--- src/mdio_slave_defs.svh ---
// Timing counts, frame field positions and address map constants for the management slave.
// Assumes it is included by bare name; it needs none of the mdio_slave_pkg types, and the pin synchroniser includes it without them.
//
// Summary of operation
// - Management clock up to 10 MHz; frames decode correctly at any rate to there.
// - Frame: 32 ones, 01, opcode, PHY address, register address, turnaround, 16 data, idle.
// - Opcode 10 with PHY address bits [2:1] both one is an extended read.
// - Opcode 01 with PHY address bits [2:1] one is extended write; master sends turnaround 10.
// - Extended address is {PHY bits 4:3, PHY bit 0, five register address bits}.
// - On reads master releases in first turnaround bit; slave drives 0 then data.
// - Extended reads return the byte low and zeros in data bits [15:8].
// - Extended writes store the low byte only; bits [15:8] are ignored.
// - Standard mode reaches only PHY registers 0 to 5, 1d and 1f, nothing else.
// - Standard registers are 16 bits; every port has its own eight.
// - Extended access covers configuration addresses 0x00 to 0xFF.
// - Extended frames share all timing and field rules with standard frames.
`ifndef MDIO_SLAVE_DEFS_SVH
`define MDIO_SLAVE_DEFS_SVH

`define SYS_CLK_HZ        20000000
`define MDC_MAX_HZ        10000000
`define PREAMBLE_ONES     6'h20
`define OP_READ           2'h2
`define OP_WRITE          2'h1
`define EXT_SEL_BITS      2'h3
`define PORT_COUNT        4
`define PHY_REG_LAST_STD  5'h05
`define PHY_REG_CUSTOM_A  5'h1D
`define PHY_REG_CUSTOM_B  5'h1F
`define PHY_BASE_DEFAULT  5'h01
`define DATA_BITS         5'h10

`endif

--- src/mdio_slave_pkg.sv ---
// Types shared by the management slave modules.
// Assumes nothing of its surroundings.
package mdio_slave_pkg;

  typedef enum logic [2:0] {
    ST_PREAMBLE,
    ST_START,
    ST_HEADER,
    ST_TURN,
    ST_DATA,
    ST_IDLE
  } frame_state_t;

  typedef enum logic [1:0] {
    ACC_NONE,
    ACC_STANDARD,
    ACC_EXTENDED
  } access_kind_t;

endpackage : mdio_slave_pkg

--- src/mdio_pin_sync.sv ---
// Two-flop synchroniser and rising- and falling-edge finder for the management clock and data pins.
// Assumes sys_clk runs at least twice as fast as the management clock.
`timescale 1ns/1ps
`include "mdio_slave_defs.svh"

module mdio_pin_sync (
  input  wire logic sys_clk,
  input  wire logic reset,
  input  wire logic mdc,
  input  wire logic mdio_in,
  output logic      mdc_rise,
  output logic      mdc_fall,
  output logic      mdio_sync
);

  logic [1:0] mdc_meta_reg;
  logic [1:0] mdio_meta_reg;
  logic       mdc_last_reg;

  // The first flops feed only the second ones; edges are found on the settled copy.
  always_ff @(posedge sys_clk or posedge reset) begin
    if (reset) begin
      mdc_meta_reg  <= 2'h0;
      mdio_meta_reg <= 2'h3;
      mdc_last_reg  <= 1'b0;
    end else begin
      mdc_meta_reg  <= {mdc_meta_reg[0], mdc};
      mdio_meta_reg <= {mdio_meta_reg[0], mdio_in};
      mdc_last_reg  <= mdc_meta_reg[1];
    end
  end

  // A 10 MHz clock gives one sys_clk high and one low sample, enough for both edges.
  assign mdc_rise  = mdc_meta_reg[1] & ~mdc_last_reg;
  assign mdc_fall  = ~mdc_meta_reg[1] & mdc_last_reg;
  assign mdio_sync = mdio_meta_reg[1];

endmodule : mdio_pin_sync

--- src/mdio_management_slave.sv ---
// Management frame slave: standard per-port PHY registers and extended 8-bit config access.
// Assumes register storage lives outside; reads are answered combinationally from it
// within the half management clock period between the read request and the fall in the first turnaround bit.
`timescale 1ns/1ps
`include "mdio_slave_defs.svh"

module mdio_management_slave
  import mdio_slave_pkg::*;
(
  input  wire logic        sys_clk,
  input  wire logic        reset,
  input  wire logic        mdc,
  input  wire logic        mdio_in,
  output logic             mdio_out,
  output logic             mdio_oe,
  input  wire logic [4:0]  phy_base_addr,
  output logic             phy_rd_req,
  output logic             phy_wr_req,
  output logic [1:0]       phy_port,
  output logic [4:0]       phy_reg,
  output logic [15:0]      phy_wr_data,
  input  wire logic [15:0] phy_rd_data,
  output logic             cfg_rd_req,
  output logic             cfg_wr_req,
  output logic [7:0]       cfg_addr,
  output logic [7:0]       cfg_wr_data,
  input  wire logic [7:0]  cfg_rd_data
);

  ////////////////////////////////////////////////////////////////////////////
  // Pin sampling.

  logic mdc_rise;
  logic mdc_fall;
  logic mdio_bit;

  mdio_pin_sync u_sync (
    .sys_clk   (sys_clk),
    .reset     (reset),
    .mdc       (mdc),
    .mdio_in   (mdio_in),
    .mdc_rise  (mdc_rise),
    .mdc_fall  (mdc_fall),
    .mdio_sync (mdio_bit)
  );

  ////////////////////////////////////////////////////////////////////////////
  // Frame state.

  frame_state_t state_reg;
  frame_state_t state_next;
  logic [5:0]   count_reg;
  logic [5:0]   count_next;
  logic [11:0]  header_reg;
  logic [15:0]  shift_reg;
  access_kind_t kind_reg;
  logic [15:0]  rd_word_reg;
  logic         reading_reg;

  // Header holds opcode[11:10], PHY address field [9:5], register address field [4:0].
  // The fields read the header with the final address bit still on the line, so the
  // frame kind is known at the very rise that ends the header.
  wire [11:0] header_full    = {header_reg[10:0], mdio_bit};
  wire [1:0]  opcode         = header_reg[11:10];
  wire [1:0]  hdr_op         = header_full[11:10];
  wire [4:0]  phy_addr_field = header_full[9:5];
  wire [4:0]  reg_addr_field = header_full[4:0];

  function automatic logic std_reg_ok(input logic [4:0] r);
    std_reg_ok = (r <= `PHY_REG_LAST_STD) || (r == `PHY_REG_CUSTOM_A)
               || (r == `PHY_REG_CUSTOM_B);
  endfunction : std_reg_ok

  wire       op_valid   = (hdr_op == `OP_READ) || (hdr_op == `OP_WRITE);
  wire       ext_sel    = op_valid && (phy_addr_field[2:1] == `EXT_SEL_BITS);
  wire [4:0] port_off   = phy_addr_field - phy_base_addr;
  wire       port_hit   = (port_off < 5'(`PORT_COUNT));
  wire       std_hit    = op_valid && port_hit && std_reg_ok(reg_addr_field);
  wire [7:0] ext_addr   = {phy_addr_field[4:3], phy_addr_field[0], reg_addr_field};
  wire       header_end = (state_reg == ST_HEADER) && (count_reg == 6'h0B);
  wire       is_read    = (opcode == `OP_READ);

  access_kind_t hdr_kind;
  assign hdr_kind = ext_sel ? ACC_EXTENDED : (std_hit ? ACC_STANDARD : ACC_NONE);

  // The preamble needs 32 ones; a zero after that many is the first start bit.
  always_comb begin
    state_next = state_reg;
    count_next = count_reg + 6'h01;
    unique case (state_reg)
      ST_PREAMBLE: begin
        if (!mdio_bit) begin
          count_next = 6'h00;
          if (count_reg >= `PREAMBLE_ONES) begin
            state_next = ST_START;
          end
        end else if (count_reg >= `PREAMBLE_ONES) begin
          count_next = `PREAMBLE_ONES;
        end
      end
      ST_START: begin
        count_next = 6'h00;
        state_next = mdio_bit ? ST_HEADER : ST_PREAMBLE;
      end
      ST_HEADER: begin
        if (count_reg == 6'h0B) begin
          count_next = 6'h00;
          state_next = (hdr_kind == ACC_NONE) ? ST_IDLE : ST_TURN;
        end
      end
      ST_TURN: begin
        if (count_reg == 6'h01) begin
          count_next = 6'h00;
          state_next = ST_DATA;
        end
      end
      ST_DATA: begin
        if (count_reg == 6'(`DATA_BITS) - 6'h01) begin
          count_next = 6'h00;
          state_next = ST_PREAMBLE;
        end
      end
      ST_IDLE: begin
        // An ignored frame keeps the line released for its turnaround and data.
        if (count_reg == 6'h11) begin
          count_next = 6'h00;
          state_next = ST_PREAMBLE;
        end
      end
    endcase
  end

  always_ff @(posedge sys_clk or posedge reset) begin
    if (reset) begin
      state_reg <= ST_PREAMBLE;
      count_reg <= 6'h00;
    end else if (mdc_rise) begin
      state_reg <= state_next;
      count_reg <= count_next;
    end
  end

  always_ff @(posedge sys_clk or posedge reset) begin
    if (reset) begin
      header_reg <= 12'h000;
      shift_reg  <= 16'h0000;
      kind_reg   <= ACC_NONE;
    end else if (mdc_rise) begin
      if (state_reg == ST_HEADER) begin
        header_reg <= header_full;
      end
      if (header_end) begin
        kind_reg <= hdr_kind;
      end
      if (state_reg == ST_DATA) begin
        shift_reg <= {shift_reg[14:0], mdio_bit};
      end
    end
  end

  ////////////////////////////////////////////////////////////////////////////
  // Register side requests and captured data.

  wire frame_done = mdc_rise && (state_reg == ST_DATA) && (count_reg == 6'h0F);
  wire [15:0] wr_word = {shift_reg[14:0], mdio_bit};
  wire start_read = mdc_rise && (state_reg == ST_TURN) && (count_reg == 6'h00) && is_read;

  always_ff @(posedge sys_clk or posedge reset) begin
    if (reset) begin
      phy_rd_req  <= 1'b0;
      phy_wr_req  <= 1'b0;
      cfg_rd_req  <= 1'b0;
      cfg_wr_req  <= 1'b0;
      phy_port    <= 2'h0;
      phy_reg     <= 5'h00;
      phy_wr_data <= 16'h0000;
      cfg_addr    <= 8'h00;
      cfg_wr_data <= 8'h00;
    end else begin
      phy_rd_req <= start_read && (kind_reg == ACC_STANDARD);
      cfg_rd_req <= start_read && (kind_reg == ACC_EXTENDED);
      phy_wr_req <= frame_done && !is_read && (kind_reg == ACC_STANDARD);
      cfg_wr_req <= frame_done && !is_read && (kind_reg == ACC_EXTENDED);
      if (header_end && mdc_rise) begin
        phy_port <= port_off[1:0];
        phy_reg  <= reg_addr_field;
        cfg_addr <= ext_addr;
      end
      if (frame_done) begin
        phy_wr_data <= wr_word;
        cfg_wr_data <= wr_word[7:0];
      end
    end
  end

  ////////////////////////////////////////////////////////////////////////////
  // Read turnaround and data drive.

  // Drive changes on the falling edge so the master samples a settled bit on the rise.
  wire in_turn_one = (state_reg == ST_TURN) && (count_reg == 6'h01);
  wire drive_win   = reading_reg && ((state_reg == ST_DATA) || in_turn_one);

  always_ff @(posedge sys_clk or posedge reset) begin
    if (reset) begin
      reading_reg <= 1'b0;
      rd_word_reg <= 16'h0000;
      mdio_out    <= 1'b1;
      mdio_oe     <= 1'b0;
    end else begin
      if (start_read) begin
        reading_reg <= 1'b1;
      end else if (state_reg == ST_PREAMBLE || state_reg == ST_IDLE) begin
        reading_reg <= 1'b0;
      end
      if (mdc_fall) begin
        if (in_turn_one && reading_reg) begin
          mdio_out    <= 1'b0;
          mdio_oe     <= 1'b1;
          rd_word_reg <= (kind_reg == ACC_EXTENDED) ? {8'h00, cfg_rd_data} : phy_rd_data;
        end else if (drive_win && state_reg == ST_DATA) begin
          mdio_out    <= rd_word_reg[15];
          rd_word_reg <= {rd_word_reg[14:0], 1'b0};
        end else begin
          mdio_out <= 1'b1;
          mdio_oe  <= 1'b0;
        end
      end
    end
  end

endmodule : mdio_management_slave

--- config.mk ---
export PLATFORM = sky130hd
export DESIGN_NAME = mdio_management_slave
export DESIGN_NICKNAME = d
export VERILOG_FILES = /design/src/mdio_slave_pkg.sv /design/src/mdio_pin_sync.sv /design/src/mdio_management_slave.sv
export VERILOG_INCLUDE_DIRS = /design/src
export SDC_FILE = /design/constraint.sdc
export NUM_CORES = 1
export LEC_CHECK = 0
export BUFFER_PORTS_ARGS = -buffer_cell sky130_fd_sc_hd__buf_2
export CORE_ASPECT_RATIO = 2
export CORE_MARGIN = 2
export CORE_UTILIZATION = 45
export DETAILED_ROUTE_END_ITERATION = 12
export GPL_ROUTABILITY_DRIVEN = 0
export PLACE_DENSITY_LB_ADDON = 0.08
export SYNTH_ARGS = -nofsm -noshare
export SYNTH_HDL_FRONTEND = slang
export SYNTH_SLANG_ARGS = --single-unit
--- constraint.sdc ---
create_clock -name sys_clk -period 3.7 [get_ports sys_clk]
set_input_delay 0.555 -clock sys_clk [delete_from_list [all_inputs] [get_ports sys_clk]]
set_output_delay 0.555 -clock sys_clk [all_outputs]
set_load 0.005 [all_outputs]
==> run metrics <==
dpl hpwl=6242 um; RSZ-0062 raised after global routing=false; Slew @ Worst Pin=0.8631 ns; r2r endpoint=phy_wr_data[7]; via count=between 3000 and 4000; CP max-delay cell=or3_1; vias in the first global route=slightly below 3000; Post-synth ARST share=100.0%; setup violators final=0; count of pins over their slew limit=0; crit path cell chain=nor3b_4, nand2_4, or3_1, mux2_4; CP peak stage delay=0.76 ns; global route overflow=0; Reg2Reg Setup Slack=1.25 ns; Global Route Usage Sum=17.75%; Die H=143.4 um; first-pass GRT wire length=14340 um; Reg2Reg Depth=4; # diodes=0; Vias/cell=5.258; critical path fanouts, max=18; Yosys top cell by area=dfrtp_1; DR DRC count=0; Clk pin slew, worst setup/hold paths=approximately 0.07 ns; Core Util, Final=53.56%; Synth Register Bits=92; CP Launch Point=state_reg[0]; data arrival time of the worst path=2.68 ns; Starting DRT DRC Count=219; layout cells sized above 1=a little under a third; cts bufs inserted=9; antenna viol nets, final=0; mean area per synthesized cell=10.69 sq um; Power Density=540.3 mW/mm^2; Worst setup EP type=register; final WL=8727 um; Mapped Cells=409; pin count of the biggest net entering global routing=between 90 and 100; io pins=78; status=finished, final reports clean; root buffer cell=clkbuf_16; clock tree buffer depth=2; origin of the critical flop-to-flop path=state_reg[0]; Starting Density=46.61%; maxcap violations=0; fmax=around 0.41 GHz; Cell Area, Synth=0.004374 sq mm; core area=between 0.009 and 0.01 sq mm; crit start category=register; setup bufs post-CTS=0; synth top area cells=dfrtp_1 51%, mux2_2 8.0%, nand2_1 5.6%; synthesized net count=about 450; die width=73.72 um; Final nets=a little over 500; Tmin final=about 2.4 ns; critical path type=reg -> reg; final hold viol count=0; full die area=0.01057 sq mm; # resized after CTS=0; row count=50; sequential area share after synthesis=52.72%; Sum Neg Setup Slack=0 ns; Post-synth EDFFs=0; Yosys top cell area share=50.92%; Distinct cells, synth=56; leakage power=2.697 nW; post-DR wirelength/cell=about 15 um; Clock Latency Late Sink=0.34 ns; Setup crit end=phy_wr_data[7]; H-tree Lvls=3; IO buf count=77; CTS tree=done; initial antenna violation count=0; clock sink total=92; worst vdd ir=around 0.26 mV; Layout area overhead=14.90%; router iterations before antenna repair=4; Slew Limit Headroom=42.46%; Primary FF master, synth=dfrtp_1; WP data required=3.93 ns; Final Cycle Share=66.21%; hold_ws=0.3081 ns; Hold-fix buffers, CTS=0; clk_skew=0.006443 ns; worst hold path class=in -> async; Yosys Warn Count=0
-- stage by stage --
step,total power [mW],std cells,instance area (sq um),worst slack [ns]
final,2.715,574,5026,1.250
after global routing,2.865,574,5026,1.065
after CTS,2.743,574,5026,1.223
after detailed placement,1.786,559,4717,1.233
after global placement,1.771,559,4717,1.323
after floorplan,1.655,409,4374,0.7580
-- critical path, delay by kind of cell, from the launching register on --
| kind | cells | cell delay, ns |
|---|---|---|
| DFF | 1 | 0.58 |
| muxes | 1 | 0.43 |
| and+or+nand+nor | 3 | 1.31 |
-- how the worst min path moves through the flow --
stage / cells after the start / to / startpoint / slack [ns]
final: 3 / cfg_addr[4] / reset / 0.31
after global routing: 1 / u_sync.mdio_meta_reg[0] / mdio_in / 0.30
after CTS: 1 / u_sync.mdio_meta_reg[0] / mdio_in / 0.30
after detailed placement: 0 / u_sync.mdio_meta_reg[1] / u_sync.mdio_meta_reg[0] / 0.35
after global placement: 0 / u_sync.mdc_meta_reg[1] / u_sync.mdc_meta_reg[0] / 0.34
after floorplan: 0 / u_sync.mdc_meta_reg[1] / u_sync.mdc_meta_reg[0] / 0.33
-- cell type report --
cell class                      count  area [sq um]
Multi-Input combinational cell    267          1799
Tap cell                          104         130.1
Fill cell                         867          4358
Clock inverter                      4         56.30
Sequential cell                    92          2306
Timing Repair Buffer               80         420.4
Inverter                           16         61.31
Clock buffer                       11         252.7
-- cell usage after synthesis, drive strengths merged, types with 2 or more instances --
library cell,n
nor4,3
o211ai,2
xnor2,2
dfrtp,89
o31ai,3
nor3,4
o21ai,33
a21oi,24
o41ai,2
nand2,66
clkbuf,12
nor3b,3
nand2b,7
xor2,3
or4,2
buf,22
a211oi,2
o2111ai,3
dfstp,3
mux2,39
or2,2
nand3,7
inv,16
ha,8
nor2,24
mux2i,9
a21o,3
-- logic make-up after synthesis --
kind of cell,count (synthesis),share of synthesized area (%)
AND/OR/NAND/NOR,125,13.73
flip-flops,92,52.72
AO/OA/AOI/OAI,80,10.87
buffers and inverters,50,6.149
multiplexers,48,12.79
adder cells (fa/ha/maj),9,2.746
XOR/XNOR,5,1.001
-- routing by layer --
| metal | vias to the layer above | GRT usage [%] | share of wire, % | wire (um) |
|---|---|---|---|---|
| met5 | - | 0 | 0 | 0 |
| met4 | 0 | 8.900 | 2.7 | 233 |
| met3 | 14 | 3.927 | 3.3 | 288 |
| met2 | 69 | 30.73 | 53 | 4604 |
| met1 | 1433 | 19.91 | 41 | 3600 |
| li1 | 1502 | - | - | - |
-- power by group --
part	leakage, nW	switching (mW)	internal [mW]
clock network	0.153	0.386	0.563
logic	1.40	0.251	0.231
registers	1.14	0.164	1.12
total	2.70	0.801	1.91
-- placed cells by master (no fill, tap or decap), types with 3 or more instances in the layout --
cell type,synthesis,final
a21o_1,3,3
a21oi_1,24,24
buf_2,5,77
clkbuf_16,0,9
dfrtp_1,89,89
dfstp_2,3,3
ha_1,8,8
inv_1,16,15
mux2_2,31,31
mux2_4,8,8
mux2i_1,9,9
nand2_1,65,65
nand2b_1,7,7
nand3_1,6,6
nor2_1,24,24
nor3_1,4,4
o2111ai_1,3,3
o21ai_0,31,31
o31ai_1,3,3
xor2_1,3,3
Note: power is estimated with default switching activity, not from simulation.
